[src/rx_status_pkg.sv]
// Package: register map, field layout, codes and shared types of the receive-status block
package rx_status_pkg;
  // Register offsets (byte addresses)
  localparam logic [7:0] OFF_RX_STATUS_PEEK = 8'h1C;
  localparam logic [7:0] OFF_RX_STATUS_POP = 8'h20;
  localparam logic [7:0] OFF_RX_FIFO_DEPTH = 8'h24;
  localparam logic [7:0] OFF_TX_FIFO_CFG = 8'h28;
  localparam logic [7:0] OFF_IRQ_STATUS = 8'h40;
  localparam logic [7:0] OFF_IRQ_CLEAR = 8'h44;
  localparam logic [7:0] OFF_IRQ_ENABLE = 8'h48;
  localparam logic [7:0] OFF_QUEUE_LEVEL = 8'h4C;
  // Reset values
  localparam logic [31:0] RST_RX_FIFO_DEPTH = 32'h0000_0200;
  localparam logic [31:0] RST_TX_FIFO_CFG = 32'h0000_0200;
  // Depth limits in 32-bit words
  localparam logic [15:0] DEPTH_MIN = 16'h0010;
  localparam logic [15:0] RX_DEPTH_MAX = 16'h0400;
  localparam logic [15:0] NP_TX_DEPTH_MAX = 16'h0400;
  localparam logic [15:0] EP0_TX_DEPTH_MAX = 16'h0100;
  // Host-role packet status codes
  localparam logic [3:0] HST_IN_DATA = 4'h2;
  localparam logic [3:0] HST_IN_DONE = 4'h3;
  localparam logic [3:0] HST_TOGGLE_ERR = 4'h5;
  localparam logic [3:0] HST_CH_HALTED = 4'h7;
  // Device-role packet status codes
  localparam logic [3:0] DEV_GLOBAL_OUT_NAK = 4'h1;
  localparam logic [3:0] DEV_OUT_DATA = 4'h2;
  localparam logic [3:0] DEV_OUT_DONE = 4'h3;
  localparam logic [3:0] DEV_SETUP_DONE = 4'h4;
  localparam logic [3:0] DEV_SETUP_DATA = 4'h6;
  // Data PID encodings
  localparam logic [1:0] PID_DATA0 = 2'h0;
  localparam logic [1:0] PID_DATA2 = 2'h1;
  localparam logic [1:0] PID_DATA1 = 2'h2;
  localparam logic [1:0] PID_MDATA = 2'h3;
  // Interrupt bit positions
  localparam int IRQ_NOT_EMPTY = 0;
  localparam int IRQ_OVERFLOW = 1;
  localparam int IRQ_BAD_DEPTH = 2;
  localparam int IRQ_BITS = 3;

  // Receive status word; bits 31:25 are reserved zero
  typedef struct packed {
    logic [6:0] reserved;
    logic [3:0] rx_frame_low_bits;
    logic [3:0] rx_packet_status;
    logic [1:0] rx_data_pid;
    logic [10:0] rx_byte_count;
    logic [3:0] rx_channel_index;
  } rx_status_word_t;

  // Event reported by the packet engine
  typedef struct packed {
    logic valid;
    logic [3:0] index;
    logic [10:0] byte_count;
    logic [1:0] data_pid;
    logic [3:0] packet_status;
    logic [3:0] frame_low;
  } rx_event_t;

  // Register port request
  typedef struct packed {
    logic [7:0] addr;
    logic [31:0] wdata;
    logic wr;
    logic rd;
  } reg_req_t;

  // Transmit FIFO configuration in role-specific form
  typedef struct packed {
    logic [15:0] start;
    logic [15:0] depth;
    logic depth_ok;
  } tx_fifo_view_t;
endpackage : rx_status_pkg
[src/rx_status_fifo_cfg.sv]
// Receive-status queue, FIFO sizing registers and interrupt logic of the USB OTG core
//
// Overview of operation
// RULE1: Host role: bits 3:0 carry the channel the data arrived on.
// RULE2: Host role: bits 14:4 carry the received IN packet byte count.
// RULE3: Host role: PID field DATA0=00, DATA1=10, DATA2=01, MDATA=11.
// RULE4: Host role: status 0010 is IN data, 0011 is IN transfer complete.
// RULE5: Host role: status 0101 toggle error, 0111 channel halted, others reserved.
// RULE6: Device role: bits 3:0 carry the addressed endpoint number.
// RULE7: Device role: bits 14:4 carry the received packet byte count.
// RULE8: Device role: PID field DATA0=00, DATA2=01, DATA1=10, MDATA=11.
// RULE9: Device role: 0001 global OUT NAK, 0010 OUT data, 0011 OUT done.
// RULE10: Device role: 0100 SETUP done, 0110 SETUP data, others reserved.
// RULE11: Device role: bits 24:21 hold low frame number bits.
// RULE12: Status readable at peek offset without pop, and at pop offset with pop.
// RULE13: Receive FIFO depth is 16 bits in words, legal 16 to 1024.
// RULE14: Host role: low half is non-periodic transmit FIFO start address.
// RULE15: Host role: high half is non-periodic transmit depth, 16 to 1024.
// RULE16: Device role: low half is endpoint-zero transmit FIFO start address.
// RULE17: Device role: high half is endpoint-zero transmit depth, 16 to 256.
// RULE18: Status and transmit fields take meaning from current host or device role.
// RULE19: Entries queue in bus order; oldest is presented first.
//
// The strobed register port was decided locally.
`timescale 1ns/1ps
module rx_status_fifo_cfg #(
  parameter int QUEUE_DEPTH = 8,
  parameter int ISO_OUT_SUPPORTED = 1
) (
  input wire logic clk_sys,
  input wire logic reset,
  input wire logic host_role,
  input wire rx_status_pkg::rx_event_t rx_event,
  input wire logic [7:0] reg_addr,
  input wire logic [31:0] reg_wdata,
  input wire logic reg_wr,
  input wire logic reg_rd,
  output logic [31:0] reg_rdata,
  output logic event_ready,
  output logic queue_not_empty,
  output logic [15:0] rx_fifo_word_depth,
  output logic [15:0] tx_fifo_start,
  output logic [15:0] tx_fifo_depth,
  output logic irq
);
  localparam int PTR_W = (QUEUE_DEPTH > 1) ? $clog2(QUEUE_DEPTH) : 1;
  localparam int CNT_W = $clog2(QUEUE_DEPTH + 1);

  // Elaboration check: the queue needs at least two entries and a power-of-two size
  if (QUEUE_DEPTH < 2 || (QUEUE_DEPTH & (QUEUE_DEPTH - 1)) != 0) begin : g_bad_depth
    $error("QUEUE_DEPTH must be a power of two of at least 2");
  end

  // Whole block state
  typedef struct packed {
    rx_status_pkg::rx_status_word_t [QUEUE_DEPTH-1:0] queue;
    logic [PTR_W-1:0] rd_ptr;
    logic [PTR_W-1:0] wr_ptr;
    logic [CNT_W-1:0] count;
    logic [31:0] rx_fifo_depth;
    logic [31:0] tx_fifo_start_and_depth;
    logic [rx_status_pkg::IRQ_BITS-1:0] irq_status;
    logic [rx_status_pkg::IRQ_BITS-1:0] irq_enable;
    logic [31:0] rdata;
  } state_t;

  state_t cur;
  state_t next_state;

  // Range check shared by the receive and transmit depth fields
  function automatic logic depth_in_range(input logic [15:0] depth, input logic [15:0] max);
    depth_in_range = (depth >= rx_status_pkg::DEPTH_MIN) && (depth <= max);
  endfunction : depth_in_range

  // Build a status word from an event; reserved codes are kept out of the queue
  function automatic rx_status_pkg::rx_status_word_t build_word(
    input rx_status_pkg::rx_event_t ev,
    input logic is_host
  );
    build_word = '0;
    build_word.rx_channel_index = ev.index; // [RULE1] [RULE6]
    build_word.rx_byte_count = ev.byte_count; // [RULE2] [RULE7]
    build_word.rx_data_pid = ev.data_pid; // [RULE3] [RULE8]
    build_word.rx_packet_status = ev.packet_status; // [RULE4] [RULE9]
    // Frame bits only exist in device role with isochronous OUT support
    if (!is_host && ISO_OUT_SUPPORTED != 0) begin
      build_word.rx_frame_low_bits = ev.frame_low; // [RULE11] [RULE18]
    end
  endfunction : build_word

  // Legal packet status codes for each role
  function automatic logic code_legal(input logic [3:0] code, input logic is_host);
    if (is_host) begin
      code_legal = (code == rx_status_pkg::HST_IN_DATA) ||
                   (code == rx_status_pkg::HST_IN_DONE) ||
                   (code == rx_status_pkg::HST_TOGGLE_ERR) ||
                   (code == rx_status_pkg::HST_CH_HALTED); // [RULE4] [RULE5]
    end else begin
      code_legal = (code == rx_status_pkg::DEV_GLOBAL_OUT_NAK) ||
                   (code == rx_status_pkg::DEV_OUT_DATA) ||
                   (code == rx_status_pkg::DEV_OUT_DONE) ||
                   (code == rx_status_pkg::DEV_SETUP_DONE) ||
                   (code == rx_status_pkg::DEV_SETUP_DATA); // [RULE9] [RULE10]
    end
  endfunction : code_legal

  rx_status_pkg::reg_req_t req;
  rx_status_pkg::rx_status_word_t head;
  rx_status_pkg::tx_fifo_view_t tx_view;
  logic do_push;
  logic do_pop;
  logic full;
  logic [15:0] tx_depth_max;
  logic [rx_status_pkg::IRQ_BITS-1:0] irq_events;

  // Bundle the register port
  assign req = '{addr: reg_addr, wdata: reg_wdata, wr: reg_wr, rd: reg_rd};

  assign full = (cur.count == CNT_W'(QUEUE_DEPTH));
  assign head = cur.queue[cur.rd_ptr]; // Oldest entry [RULE19]

  // Pop only on a pop-offset read of a non-empty queue; peek never pops [RULE12]
  assign do_pop = req.rd && (req.addr == rx_status_pkg::OFF_RX_STATUS_POP) && (cur.count != '0);
  // A full queue accepts a push in the same cycle as a pop frees a slot
  assign event_ready = !full || do_pop;
  assign do_push = rx_event.valid && event_ready &&
                   code_legal(rx_event.packet_status, host_role);

  // Transmit configuration seen through the current role [RULE18]
  assign tx_depth_max = host_role ? rx_status_pkg::NP_TX_DEPTH_MAX
                                  : rx_status_pkg::EP0_TX_DEPTH_MAX;
  always_comb begin
    tx_view.start = cur.tx_fifo_start_and_depth[15:0]; // [RULE14] [RULE16]
    tx_view.depth = cur.tx_fifo_start_and_depth[31:16]; // [RULE15] [RULE17]
    tx_view.depth_ok = depth_in_range(tx_view.depth, tx_depth_max); // [RULE15] [RULE17]
  end

  // Interrupt events; an event dropped by a full queue or an illegal depth is worth software attention
  always_comb begin
    irq_events = '0;
    irq_events[rx_status_pkg::IRQ_NOT_EMPTY] = do_push;
    irq_events[rx_status_pkg::IRQ_OVERFLOW] = rx_event.valid && !event_ready;
    irq_events[rx_status_pkg::IRQ_BAD_DEPTH] =
      !tx_view.depth_ok ||
      !depth_in_range(cur.rx_fifo_depth[15:0], rx_status_pkg::RX_DEPTH_MAX); // [RULE13]
  end

  // Next-state logic
  always_comb begin
    next_state = cur;

    // Queue push and pop, in arrival order [RULE19]
    if (do_push) begin
      next_state.queue[cur.wr_ptr] = build_word(rx_event, host_role);
      next_state.wr_ptr = cur.wr_ptr + PTR_W'(1);
    end
    if (do_pop) begin
      next_state.rd_ptr = cur.rd_ptr + PTR_W'(1);
    end
    if (do_push && !do_pop) begin
      next_state.count = cur.count + CNT_W'(1);
    end else if (do_pop && !do_push) begin
      next_state.count = cur.count - CNT_W'(1);
    end

    // Register writes; the depth field is 16 bits, upper half reserved [RULE13]
    if (req.wr) begin
      if (req.addr == rx_status_pkg::OFF_RX_FIFO_DEPTH) begin
        next_state.rx_fifo_depth = {16'h0000, req.wdata[15:0]}; // [RULE13]
      end else if (req.addr == rx_status_pkg::OFF_TX_FIFO_CFG) begin
        next_state.tx_fifo_start_and_depth = req.wdata; // [RULE14] [RULE15]
      end else if (req.addr == rx_status_pkg::OFF_IRQ_ENABLE) begin
        next_state.irq_enable = req.wdata[rx_status_pkg::IRQ_BITS-1:0];
      end
    end

    // Sticky status: clear first, then set, so a same-cycle event survives
    if (req.wr && req.addr == rx_status_pkg::OFF_IRQ_CLEAR) begin
      next_state.irq_status = cur.irq_status & ~req.wdata[rx_status_pkg::IRQ_BITS-1:0];
    end
    next_state.irq_status = next_state.irq_status | irq_events;

    // Read data, valid the cycle after the strobe; unmapped reads give zero
    next_state.rdata = '0;
    if (req.rd) begin
      if (req.addr == rx_status_pkg::OFF_RX_STATUS_PEEK ||
          req.addr == rx_status_pkg::OFF_RX_STATUS_POP) begin
        // Empty queue reads zero rather than a stale entry
        if (cur.count != '0) begin
          next_state.rdata = head; // [RULE12]
        end
      end else if (req.addr == rx_status_pkg::OFF_RX_FIFO_DEPTH) begin
        next_state.rdata = cur.rx_fifo_depth;
      end else if (req.addr == rx_status_pkg::OFF_TX_FIFO_CFG) begin
        next_state.rdata = cur.tx_fifo_start_and_depth;
      end else if (req.addr == rx_status_pkg::OFF_IRQ_STATUS) begin
        next_state.rdata = 32'(cur.irq_status);
      end else if (req.addr == rx_status_pkg::OFF_IRQ_ENABLE) begin
        next_state.rdata = 32'(cur.irq_enable);
      end else if (req.addr == rx_status_pkg::OFF_QUEUE_LEVEL) begin
        next_state.rdata = 32'(cur.count);
      end
    end
  end

  // State register, synchronous reset
  always_ff @(posedge clk_sys) begin
    if (reset) begin
      cur <= '0;
      cur.rx_fifo_depth <= rx_status_pkg::RST_RX_FIFO_DEPTH;
      cur.tx_fifo_start_and_depth <= rx_status_pkg::RST_TX_FIFO_CFG;
    end else begin
      cur <= next_state;
    end
  end

  // Outputs
  assign reg_rdata = cur.rdata;
  assign queue_not_empty = (cur.count != '0);
  assign rx_fifo_word_depth = cur.rx_fifo_depth[15:0]; // [RULE13]
  assign tx_fifo_start = tx_view.start; // [RULE18]
  assign tx_fifo_depth = tx_view.depth;
  assign irq = |(cur.irq_status & cur.irq_enable);
endmodule : rx_status_fifo_cfg

[config.mk]
export PLATFORM = sky130hd
export DESIGN_NAME = rx_status_fifo_cfg
export DESIGN_NICKNAME = d
export VERILOG_FILES = /design/src/rx_status_pkg.sv /design/src/rx_status_fifo_cfg.sv
export SDC_FILE = /design/constraint.sdc
export NUM_CORES = 1
export LEC_CHECK = 0
export BUFFER_PORTS_ARGS = -buffer_cell sky130_fd_sc_hd__buf_2
export CAP_MARGIN = 20
export CORE_UTILIZATION = 30
export CTS_BUF_LIST = sky130_fd_sc_hd__clkbuf_8
export DETAILED_ROUTE_END_ITERATION = 10
export HOLD_SLACK_MARGIN = 0.02
export PLACE_DENSITY = 0.52
export SYNTH_ARGS = -nofsm -noshare
export SYNTH_HDL_FRONTEND = slang
export SYNTH_SLANG_ARGS = --single-unit
export TNS_END_PERCENT = 5
[constraint.sdc]
create_clock -name clk_sys -period 10 [get_ports clk_sys]
set_input_delay 2 -clock clk_sys [delete_from_list [all_inputs] [get_ports clk_sys]]
set_output_delay 2 -clock clk_sys [all_outputs]
set_load 0.01 [all_outputs]
# ---- Word-level counts from Yosys, hierarchy flattened
# Cells that the tools add are included.
dict set report totals {
  elab_cells 143
  regBits 352
  in_bits 71
  out_inout_bits 83
}
dict set report classes {
  n_reduce_logical 34
  add_sub_neg 4
  n_eq_ne 16
  muxes 19
  order_cmp 7
  bitwise_logic 7
}
# cell n
set op_table {}
lappend op_table {{256-bit bitwise mux} 1}
lappend op_table {{32-bit two-way mux} 6}
lappend op_table {{32-bit binary-select mux with 3-bit select} 1}
lappend op_table {{32-bit demux with 3-bit select} 1}
lappend op_table {{8-bit by 7-bit equality test with 1-bit output (second input constant)} 4}
lappend op_table {{16-bit by 5-bit greater-or-equal comparator with 1-bit output (second input constant)} 2}
lappend op_table {{4-bit two-way mux} 7}
lappend op_table {{8-bit by 6-bit equality test with 1-bit output (second input constant)} 3}
lappend op_table {{4-bit by 3-bit equality test with 1-bit output (second input constant)} 4}
lappend op_table {{16-bit by 11-bit <= comparator with 1-bit output} 1}
lappend op_table {{16-bit by 11-bit <= comparator with 1-bit output (second input constant)} 1}
lappend op_table {{1-bit logical AND} 11}
lappend op_table {{11-bit two-way mux} 1}
lappend op_table {{1-bit logical OR} 10}
lappend op_table {{4-bit by 2-bit equality test with 1-bit output (second input constant)} 2}
lappend op_table {{8-bit by 5-bit equality test with 1-bit output (second input constant)} 1}
lappend op_table {{3-bit by 4-bit less-than comparator with 1-bit output (second input constant)} 2}
lappend op_table {{3-bit by 1-bit adder with 3-bit output (second input constant)} 2}
lappend op_table {{3-bit AND} 2}
lappend op_table {{1-bit zero test} 6}
lappend op_table {{4-bit by 1-bit adder with 4-bit output (second input constant)} 1}
lappend op_table {{4-bit by 1-bit equality test with 1-bit output (second input constant)} 1}
lappend op_table {{4-bit equality test (second input constant)} 1}
lappend op_table {{4-bit AND reduction} 1}
lappend op_table {{13 further kinds} 15}

# ---- Longest topological paths before layout
# Gate-level depths: netlist of run 1.
dict set report logic_depth {
  ltp_word 11
  mapped_depth 13
  ltp_nobuf 11
}

# ---- Worst setup path after synthesis of run 1
# OpenSTA, ideal clock, no wires.
dict set report synth_path {
  kind {input to output}
  startpoint {input port reg_addr[2]}
  endpoint {output port event_ready}
  stages 4
  arrival_time_ps 2862
  slack_ps 5138
  cell_sequence {nor4_4 -> a31oi_2 -> buf_6 -> inv_1}
}
dict set report synth_between {
  elab_chain_cells 4
}
# item line
set synth_lines {}
lappend synth_lines {{from (decl)} rx_status_fifo_cfg.sv:34} ;# input wire logic [7:0] reg_addr,
lappend synth_lines {{8-bit by 6-bit equality test with 1-bit output} rx_status_fifo_cfg.sv:123} ;# assign do_pop = req.rd && (req.addr == rx_status_pkg::OFF_RX_STATUS_POP) && (cur.count != '0);
lappend synth_lines {{1-bit logical AND (2 in a row)} rx_status_fifo_cfg.sv:123}
lappend synth_lines {{1-bit logical OR} rx_status_fifo_cfg.sv:125} ;# assign event_ready = !full || do_pop;
lappend synth_lines {{to (decl)} rx_status_fifo_cfg.sv:39} ;# output logic event_ready,
# No other way between the ends.

# ---- Worst setup path in the final report of run 1
# Ends and elaborated chain as after synthesis.

==> summary.txt, run 1 <==
Final layout
  – Synthesis-to-finish area growth: 10.5%
  – Nets@finish: roughly 1,400
  – Fin area: 14,700 sq um
  – Most common cell after layout, fill and taps aside: dfxtp_1
  – Most frequent cells in the layout: dfxtp_1 (294), mux2i_1 (221), nor2_1 (214), buf_2 (152), nand2_1 (113)
  – Filler Cells Inserted: 4,496
  – Share of layout cells above drive strength 1: 22.5%

Clock tree
  – CTS tree: built
  – Number of buffers created by CTS: 49
  – CTS clk-pin slew, worst paths: 0.06 ns
  – Hold-fix buffers, CTS: 0
  – Worst-Skew Late Latency: 0.58 ns
  – # Post-CTS Setup Buffers: 0
  – Clock tree buffer depth: 3
  – Root buffer cell: clkbuf_8
  – H-tree depth: 2
  – Post_cts resized: 0
  – Sink Count: 296

Hold path
  – Min-Delay Endpoint: tx_fifo_start[12]
  – Hold crit path type: flop to flop
  – WHS Path Cells: 2
  – Worst hold start: tx_fifo_start[12]

STA
  – Hold Fails Final Rpt: 0
  – Final setup vio count: 0
  – Final Cycle Share: between 50% and 60%
  – RSZ-0062 raised after global routing: no
  – Slew HR: 30.0%
  – Setup TNS: 0 ns
  – Clk_skew: 0.0166 ns
  – Fin crit period: around 5.3 ns
  – Fmax: 188 MHz
  – Pins Over Slew Limit: 0
  – Actual slew at the worst max-slew pin: approximately 1.0 ns

Setup path
  – CP Launch Type: input port
  – CP Capture Type: output pin
  – R2r startpoint: cur[102]
  – Crit path cell chain: buf_2, nor4_4, a31oi_2, buf_4, inv_1, buf_2
  – CP arrival: 3.31 ns
  – Most frequent CP cell: buf_2
  – Critical path type: input port to output pin
  – Crit-path max cell delay: 0.51 ns
  – Worst path bufs/invs: 4
  – Reg2reg end: cur[105]
  – Reg2reg setup slack: 6.71 ns
  – Worst EP required: about 8.0 ns
  – Slowest-stage cell, CP: nor4_4
  – Reg2reg path depth: 12
  – Worst Path Max Fanout: 14
  – Crit-path leading delay family: buffers and inverters

Drt
  – Via density: 4.76
  – Post-DRT Antenna Nets: 0
  – Post-DR wirelength/cell: roughly 18 um
  – Detailed Route WL: 34.6 mm
  – DRT iter0 DRCs: 621
  – Via count: 9,349
  – DRC Markers: 0
  – 1st-pass router iterations: 4

GRT
  – Number of global-route vias before repair: approximately 9,000
  – First-pass GRT wire length: 53.5 mm
  – GRT Util Overall: 15.3%
  – Overflow after GRT: 0
  – Initial antenna violation count: 11
  – Largest net degree at the start of global routing: 100

Synthesis
  – Net count after synthesis: between 1,000 and 1,500
  – Gate count after technology mapping: 1,314
  – Netlist cell types: 57
  – Seq/Total Area, Yosys: 44.5%
  – Top FF cell, synth: dfxtp_1
  – Synth top area cells: dfxtp_1 (45%), mux2i_1 (17%), mux4_2 (8.5%)
  – Top-area cell type share of the netlist area: 44.5%
  – Ys Warns: 0
  – Post-Syn Area: ~13,000 sq um
  – #FFs+latches synth: 296
  – Synth Area per Inst: 10.1 sq um
  – FFs w/ async S/R, synth: 0%
  – Largest area contributor in the netlist: dfxtp_1
  – EDFF count, synth: 0

Floorplanning
  – Starting Density: a little under a third
  – Die width: 213 um
  – Die ar.: 45,200 sq um
  – Die H: 213 um
  – Row cnt: 76
  – I/O pin count: ~150
  – Core Area: 43,500 sq um

Power
  – Pwr dens: 154 nW/um^2
  – Lkg Pwr: roughly 0.0051 uW
  – Switch Pwr: 543 uW
  – Sw Ratio: 24.0%
  – Pwr Total: 2260 uW
  – Clk network pwr share: 42.1%
  – Share of power burned in registers: a little over half
  – Internal power: roughly 1700 uW
  – VDD IR max: 65.0 uV
  – Logic gate share of total power: 5.2%

Place
  – Final GP Congestion: around 0.85
  – I/O Buffers: roughly 150
  – Placed Area: 13,900 sq um
  – DP HPWL: between 20 and 25 mm

Status
  – Outcome: finished, final reports clean

Flow run
  – Max cap viols: 0
==> metal layers <==
metal  track usage, %  vias up  wire length [um]  share of wire [%]
met5                0        -                69               0.20
met4             4.07       12               598                1.7
met3             3.93       60              2080                6.0
met2             25.5      227             16300                 47
met1             19.6     4499             15500                 45
li1                 -     4551                 -                  -
==> area by class of cell <==
class	instances	area, sq um	area share, %
tap	585	732	4.98
clock inverter	20	82.6	0.561
sequential	296	5930	40.3
multi-input combinational	825	6250	42.5
timing repair buffer	174	930	6.32
antenna	3	7.51	0.0510
inverter	6	22.5	0.153
clock buffer	55	757	5.15
==> cell families after synthesis <==
family | count (synthesis) | synth area share (%)
xor+xnor | 6 | 0.395
mux | 276 | 25.5
fa+ha+maj | 8 | 0.808
compound gates | 125 | 5.67
buf+inv | 193 | 8.71
simple gates | 410 | 14.4
flops | 296 | 44.5
==> power by group through the flow <==
stage	sequential [uW]	combinational, uW	clock (uW)
5_1_grt	1190	128	1040
2_1_floorplan	1220	77.2	0
3_5_place_dp	1220	118	0
3_3_place_gp	1220	116	0
4_1_cts	1190	118	990
6_report	1190	117	953
==> worst max path at each step <==
stage / to / from / cells after the start / slack [ns]
2_1_floorplan: event_ready / reg_addr[2] / 4 / 5.14
3_3_place_gp: event_ready / reg_addr[2] / 6 / 4.74
3_5_place_dp: event_ready / reg_addr[2] / 6 / 4.68
4_1_cts: event_ready / reg_addr[2] / 6 / 4.69
5_1_grt: event_ready / reg_addr[2] / 6 / 4.57
6_report: event_ready / reg_addr[2] / 6 / 4.69
==> metrics by stage <==
| stage | hold WS [ns] | worst slack (ns) | util [%] | instances |
|---|---|---|---|---|
| finish | 0.470 | 4.69 | 33.8 | 1964 |
| global route | 0.487 | 4.57 | 33.8 | 1961 |
| floorplan | 0.447 | 5.14 | - | 1314 |
| global placement | 0.459 | 4.74 | 31.9 | 1886 |
| detailed placement | 0.461 | 4.68 | 31.9 | 1886 |
| CTS | 0.470 | 4.69 | 33.8 | 1961 |
==> worst min-delay path, stage by stage, from the launching register on <==
cell	delay, ns
dfxtp_1	0.32
nand2_1	0.05
a21oi_1	0.05
==> sequential cells by signal, summed over array words and instances (netlist names) <==
signal,flops
reg_rdata,32
rx_fifo_word_depth,16
cur,216
tx_fifo_depth,16
tx_fifo_start,16
==> synthesized netlist by cell type, types with 2 or more instances <==
cell	number
nor3b_1	9
or4b_2	2
and3_1	3
mux2i_1	221
nor4b_1	2
dfxtp_1	296
nand4_1	7
nor4b_2	2
buf_2	11
nor2b_1	10
nor2_1	214
or4_1	4
or3_1	2
nor4_1	6
buf_1	8
o22ai_1	10
nand2_1	113
and2_1	9
mux4_2	50
a21oi_1	58
buf_6	15
o22a_1	4
nand2b_1	2
xnor2_1	3
xor2_1	3
nor3_4	8
buf_4	82
a32oi_1	6
o21ai_0	12
inv_1	6
nand3_1	6
a22oi_1	13
mux2_2	5
nand3b_1	3
clkbuf_1	71
ha_1	7
o21ai_1	9
a211oi_1	3
No activity file was read; power rests on OpenSTA's default activity.
==> inputs of run 2 (changes only) <==
- PLACE_DENSITY: 0.52 -> 0.53
- clock period: 10 -> 4.6 ns (I/O delays scaled with it)
==> summary.txt, run 2 (synthesis gave the netlist of run 1 again) <==
STA
  – Final setup vio count: 0
  – Setup TNS: 0 ns
  – Hold Fails Final Rpt: 0
  – Clk_skew: roughly 0.018 ns
  – RSZ-0062 raised after global routing: no
  – Final WS setup: 1.23 ns
  – Final Cycle Share: 73.3%
  – Pins Over Slew Limit: 0
  – Actual slew at the worst max-slew pin: between 1 and 1.5 ns
  – Fmax: 297 MHz
  – Fin crit period: about 3.4 ns
  – Slew HR: 32.8%

Setup path
  – CP arrival: 2.45 ns
  – Worst Path Max Fanout: 10
  – Worst EP required: 3.68 ns
  – Critical path type: flop to output pin
  – Crit path cell chain: or4b_2, a31oi_2, buf_4, inv_1, buf_2
  – Crit-path max cell delay: 0.71 ns
  – Slowest-stage cell, CP: or4b_2
  – CP Capture Type: output pin
  – CP Launch Type: flop

Floorplanning
  – Die H: around 210 um
  – Core Area: between 40,000 and 50,000 sq um
  – Starting Density: between 30% and 40%
  – Die width: 213 um
  – I/O pin count: around 150
  – Row cnt: 76
  – Die ar.: 45,200 sq um

Place
  – Inst Count DP: 1,889
  – DP HPWL: 22.5 mm
  – DP Worst Slack: 0.741 ns
  – I/O Buffers: 153
  – Final GP Congestion: 0.811

Final layout
  – Share of layout cells above drive strength 1: 23.9%
  – Most frequent cells in the layout: dfxtp_1 (294), mux2i_1 (221), nor2_1 (214), buf_2 (152), nand2_1 (113)
  – Final non-filler cell total: approximately 2,000
  – Nets@finish: 1,432
  – Largest reg by FF count: cur
  – Filler Cells Inserted: 4,431
  – Util after Layout: 34.5%
  – Synthesis-to-finish area growth: 12.7%
  – Most common cell after layout, fill and taps aside: dfxtp_1
  – Number of flip-flops in the largest register: 216

Drt
  – Via count: 9,363
  – Post-DR wirelength/cell: 17.5 um
  – 1st-pass router iterations: 6
  – Post-DRT Antenna Nets: 0
  – DRC Markers: 0
  – Via density: 4.73
  – Detailed Route WL: 34.6 mm
  – DRT iter0 DRCs: 662

Clock tree
  – Sink Count: between 200 and 300
  – Clock tree buffer depth: 3
  – # Post-CTS Setup Buffers: 0
  – Hold-fix buffers, CTS: 0
  – Number of buffers created by CTS: 47
  – Root buffer cell: clkbuf_8
  – Post_cts resized: 0
  – CTS tree: built
  – H-tree depth: 2
  – CTS clk-pin slew, worst paths: 0.06 ns
  – Worst-Skew Late Latency: just under 0.6 ns

GRT
  – Largest net degree at the start of global routing: approximately 210
  – GRT Util Overall: 15.3%
  – Overflow after GRT: 0
  – Number of global-route vias before repair: 9,078
  – Initial antenna violation count: 11
  – First-pass GRT wire length: 53.0 mm

Status
  – Outcome: finished, final reports clean

Hold path
  – Hold crit path type: flop to flop

Flow run
  – Max cap viols: 0

Power
  – VDD IR max: 191 uV
  – Lkg Pwr: 0.00527 uW
  – Pwr dens: 354 nW/um^2
  – Pwr Total: 5310 uW
run 2: cell count changes in the layout (fill, tap and decap cells not counted), sizes merged:
cell | previous run | this run
inv | 22 | 17
buf | 174 | 177
clkinv | 3 | 6
clkbuf | 55 | 66
bufinv | 0 | 2
clkinvlp | 1 | 3
diode | 3 | 4
run 2: where the power goes:
part           leakage, uW  total [uW]  internal (uW)  switching [uW]
combinational      0.00230         258           91.3             167
sequential         0.00239        2590           2580            13.7
clock             0.000585        2460           1390            1060
total              0.00527        5310           4060            1240
run 2: critical path, delay by kind of cell, from the launching register on:
| family | cells | cell delay, ns |
|---|---|---|
| compound gates | 1 | 0.25 |
| flops | 1 | 0.38 |
| simple gates | 1 | 0.71 |
| buf+inv | 3 | 0.53 |
run 2: metal layers:
| layer | part of all wire [%] | track usage [%] | vias up | wire length (um) |
|---|---|---|---|---|
| met1 | 45 | 19.2 | 4483 | 15600 |
| met2 | 45 | 24.6 | 235 | 15700 |
| met5 | 0.20 | 0 | - | 68 |
| met4 | 2.4 | 4.84 | 12 | 817 |
| met3 | 7.1 | 4.89 | 65 | 2480 |
| li1 | - | - | 4568 | - |
run 2: through the flow:
step | hold WS [ns] | area, sq um
CTS | 0.472 | 15000
global route | 0.485 | 15000
detailed placement | 0.461 | 13900
global placement | 0.459 | 13900
floorplan | 0.447 | 13300
finish | 0.470 | 15000
run 2: cell type report:
type                    count  area [sq um]  area share, %
diodes                      4          10.0         0.0667
well taps                 585           732           4.88
multi-input cells         825          6250           41.7
flip-flops and latches    296          5930           39.5
clock inverters            22           159           1.06
inverters                   6          22.5          0.150
repair buffers            177           990           6.60
clock buffers              66           908           6.06
run 2: path summary, 6_finish.rpt:
path | startpoint | end | slack, ns | cells after the start
setup / recovery | cur[102] | event_ready | 1.23 | 5
hold / removal | cur[196] | cur[196] | 0.47 | 1
setup reg to reg | cur[102] | cur[105] | 1.59 | 11
hold reg to reg | cur[196] | cur[196] | 0.47 | 1
==> inputs of run 3 (changes only) <==
- ABC_AREA: default -> 1
- PLACE_DENSITY: 0.53 -> 0.51
- clock period: 4.6 -> 3.5 ns (I/O delays scaled with it)
==> summary.txt, run 3 <==
Status
  – Outcome: finished, final reports clean

Final layout
  – Final non-filler cell total: 2,972
  – Share of layout cells above drive strength 1: 11.6%
  – Most frequent cells in the layout: nand2_1 (654), nor2_1 (450), inv_1 (306), dfxtp_1 (294), buf_2 (153)
  – Multi-input gate area: 6400 sq um
  – Number of flip-flops in the largest register: ~220
  – Nets@finish: 2,397
  – Filler Cells Inserted: 5,333
  – FF+latch area: 5930 sq um
  – Synthesis-to-finish area growth: 10.3%
  – Largest reg by FF count: cur
  – Most common cell after layout, fill and taps aside: nand2_1
  – Fin area: 16,200 sq um

STA
  – Hold Fails Final Rpt: 0
  – Pins Over Slew Limit: 0
  – Min Hold Slack: 0.341 ns
  – Final Cycle Share: 74.4%
  – Final setup vio count: 0
  – Setup TNS: 0 ns
  – Clk_skew: 0.0210 ns
  – Fmax: 384 MHz
  – Actual slew at the worst max-slew pin: around 1.1 ns
  – RSZ-0062 raised after global routing: no
  – Fin crit period: 2.60 ns
  – Slew HR: around a quarter

Clock tree
  – H-tree depth: 2
  – Root buffer cell: clkbuf_8
  – Clock tree buffer depth: 3
  – # Post-CTS Setup Buffers: 0
  – Number of buffers created by CTS: 51
  – CTS tree: built
  – Worst-Skew Late Latency: 0.61 ns
  – Hold-fix buffers, CTS: 0
  – Post_cts resized: 0
  – CTS clk-pin slew, worst paths: 0.06 ns
  – Sink Count: 296

GRT
  – Number of global-route vias before repair: 12,600
  – First-pass GRT wire length: roughly 70 mm
  – Initial antenna violation count: 6
  – Largest net degree at the start of global routing: 250
  – GRT Util Overall: 17.7%
  – Overflow after GRT: 0

Synthesis
  – Synth Area per Inst: 6.36 sq um
  – Net count after synthesis: 2,389
  – Netlist cell types: 34
  – Ys Warns: 0
  – Synth top area cells: dfxtp_1 (40%), nand2_1 (17%), nor2_1 (12%)
  – Top-area cell type share of the netlist area: 40.3%
  – Top FF cell, synth: dfxtp_1
  – Synth cell count leaders: nand2_1 (654), nor2_1 (450), dfxtp_1 (296), inv_1 (282), o21ai_0 (128)
  – Gate count after technology mapping: 2,310
  – Top-count cell post-synth: nand2_1
  – FFs w/ async S/R, synth: 0%
  – Post-Syn Area: 14,700 sq um
  – #FFs+latches synth: just under 300
  – Largest area contributor in the netlist: dfxtp_1
  – Seq/Total Area, Yosys: 40.3%
  – EDFF count, synth: 0

Flow run
  – Max cap viols: 0

Drt
  – Detailed Route WL: 44.4 mm
  – DRT iter0 DRCs: 950
  – 1st-pass router iterations: 6
  – Post-DR wirelength/cell: approximately 15 um
  – Via density: 4.55
  – Post-DRT Antenna Nets: 0
  – Via count: 13,500
  – DRC Markers: 0

Floorplanning
  – Starting Density: 30.6%
  – Core Area: 48,000 sq um
  – I/O pin count: ~150
  – Die H: 223 um
  – Die width: about 220 um
  – Row cnt: 80
  – Die ar.: 49,800 sq um

Setup path
  – Critical path type: flop to output pin
  – Worst EP required: 2.80 ns
  – CP arrival: roughly 1.9 ns
  – Worst Path Max Fanout: 21
  – CP Launch Type: flop
  – CP Capture Type: output pin

Place
  – DP HPWL: 27.7 mm
  – I/O Buffers: 153
  – Placed Area: 15,200 sq um
  – Inst Count DP: between 2,000 and 3,000
  – Final GP Congestion: roughly 0.83

Power
  – Pwr dens: 421 nW/um^2
  – VDD IR max: 234 uV
  – Lkg Pwr: 0.00842 uW

Hold path
  – Hold crit path type: input port to flop
run 3: cell count changes after synthesis, moves of 13 or more:
cell,change
nand2_1,+541
inv_1,+276
nor2_1,+236
mux2i_1,-221
o21ai_0,+116
a21oi_1,+63
mux4_2,-50
nand3_1,+47
buf_2,+35
o211ai_1,+23
a22oi_1,-13
run 3: stage by stage:
stage / power [uW] / utilization, % / setup WS [ns]
after floorplan: 3750 / - / 0.821
after global placement: 3880 / 31.7 / 0.557
after detailed placement: 3880 / 31.7 / 0.562
after CTS: 6940 / 33.7 / 0.820
after global routing: 7140 / 33.7 / 0.756
final: 6830 / 33.7 / 0.896
run 3: where the power goes:
| group | internal [uW] | switching [uW] | total (uW) |
|---|---|---|---|
| sequential | 3400 | 18.9 | 3420 |
| combinational | 114 | 272 | 386 |
| clock | 1570 | 1450 | 3020 |
run 3: kinds of logic (layout without fill, tap and decap cells):
group	count (synthesis)	count (layout)	synth area share (%)
and+or+nand+nor	1196	1196	32.1
buffers and inverters	514	559	16.1
DFF	296	296	40.3
AOI/OAI and AO/OA	293	293	10.5
adders and majority gates	8	8	0.733
xor gates and xnor gates	3	3	0.179
other	0	2	0
run 3: layout make-up:
cell class / count / area share, %
Multi-Input combinational cell: 1500 / 39.5
Sequential cell: 296 / 36.6
Inverter: 292 / 6.79
Timing Repair Buffer: 177 / 6.38
Clock buffer: 61 / 5.18
Tap cell: 615 / 4.75
Clock inverter: 29 / 0.749
Antenna cell: 2 / 0.0309
run 3: critical path, stage by stage, from the launching register on:
cell     delay, ns
dfxtp_1       0.42
inv_1         0.09
nor3_2        0.28
nand2_2       0.09
buf_4         0.23
buf_2         0.19
run 3: final timing paths:
check,endpoint,slack [ns],cells past startpoint,from
max reg2reg,cur[105],1.08,16,cur[103]
min reg2reg,cur[324],0.44,2,cur[324]
max,event_ready,0.90,5,cur[105]
min,rx_fifo_word_depth[9],0.34,3,reg_wdata[9]
run 3: layer usage:
layer  GRT usage [%]  routed length, um  vias to the layer above
li1                -                  -                     6936
met4            5.10                778                        4
met5               0                 23                        -
met3            3.11               1900                       58
met2            29.1              20500                      282
met1            23.5              21200                     6248
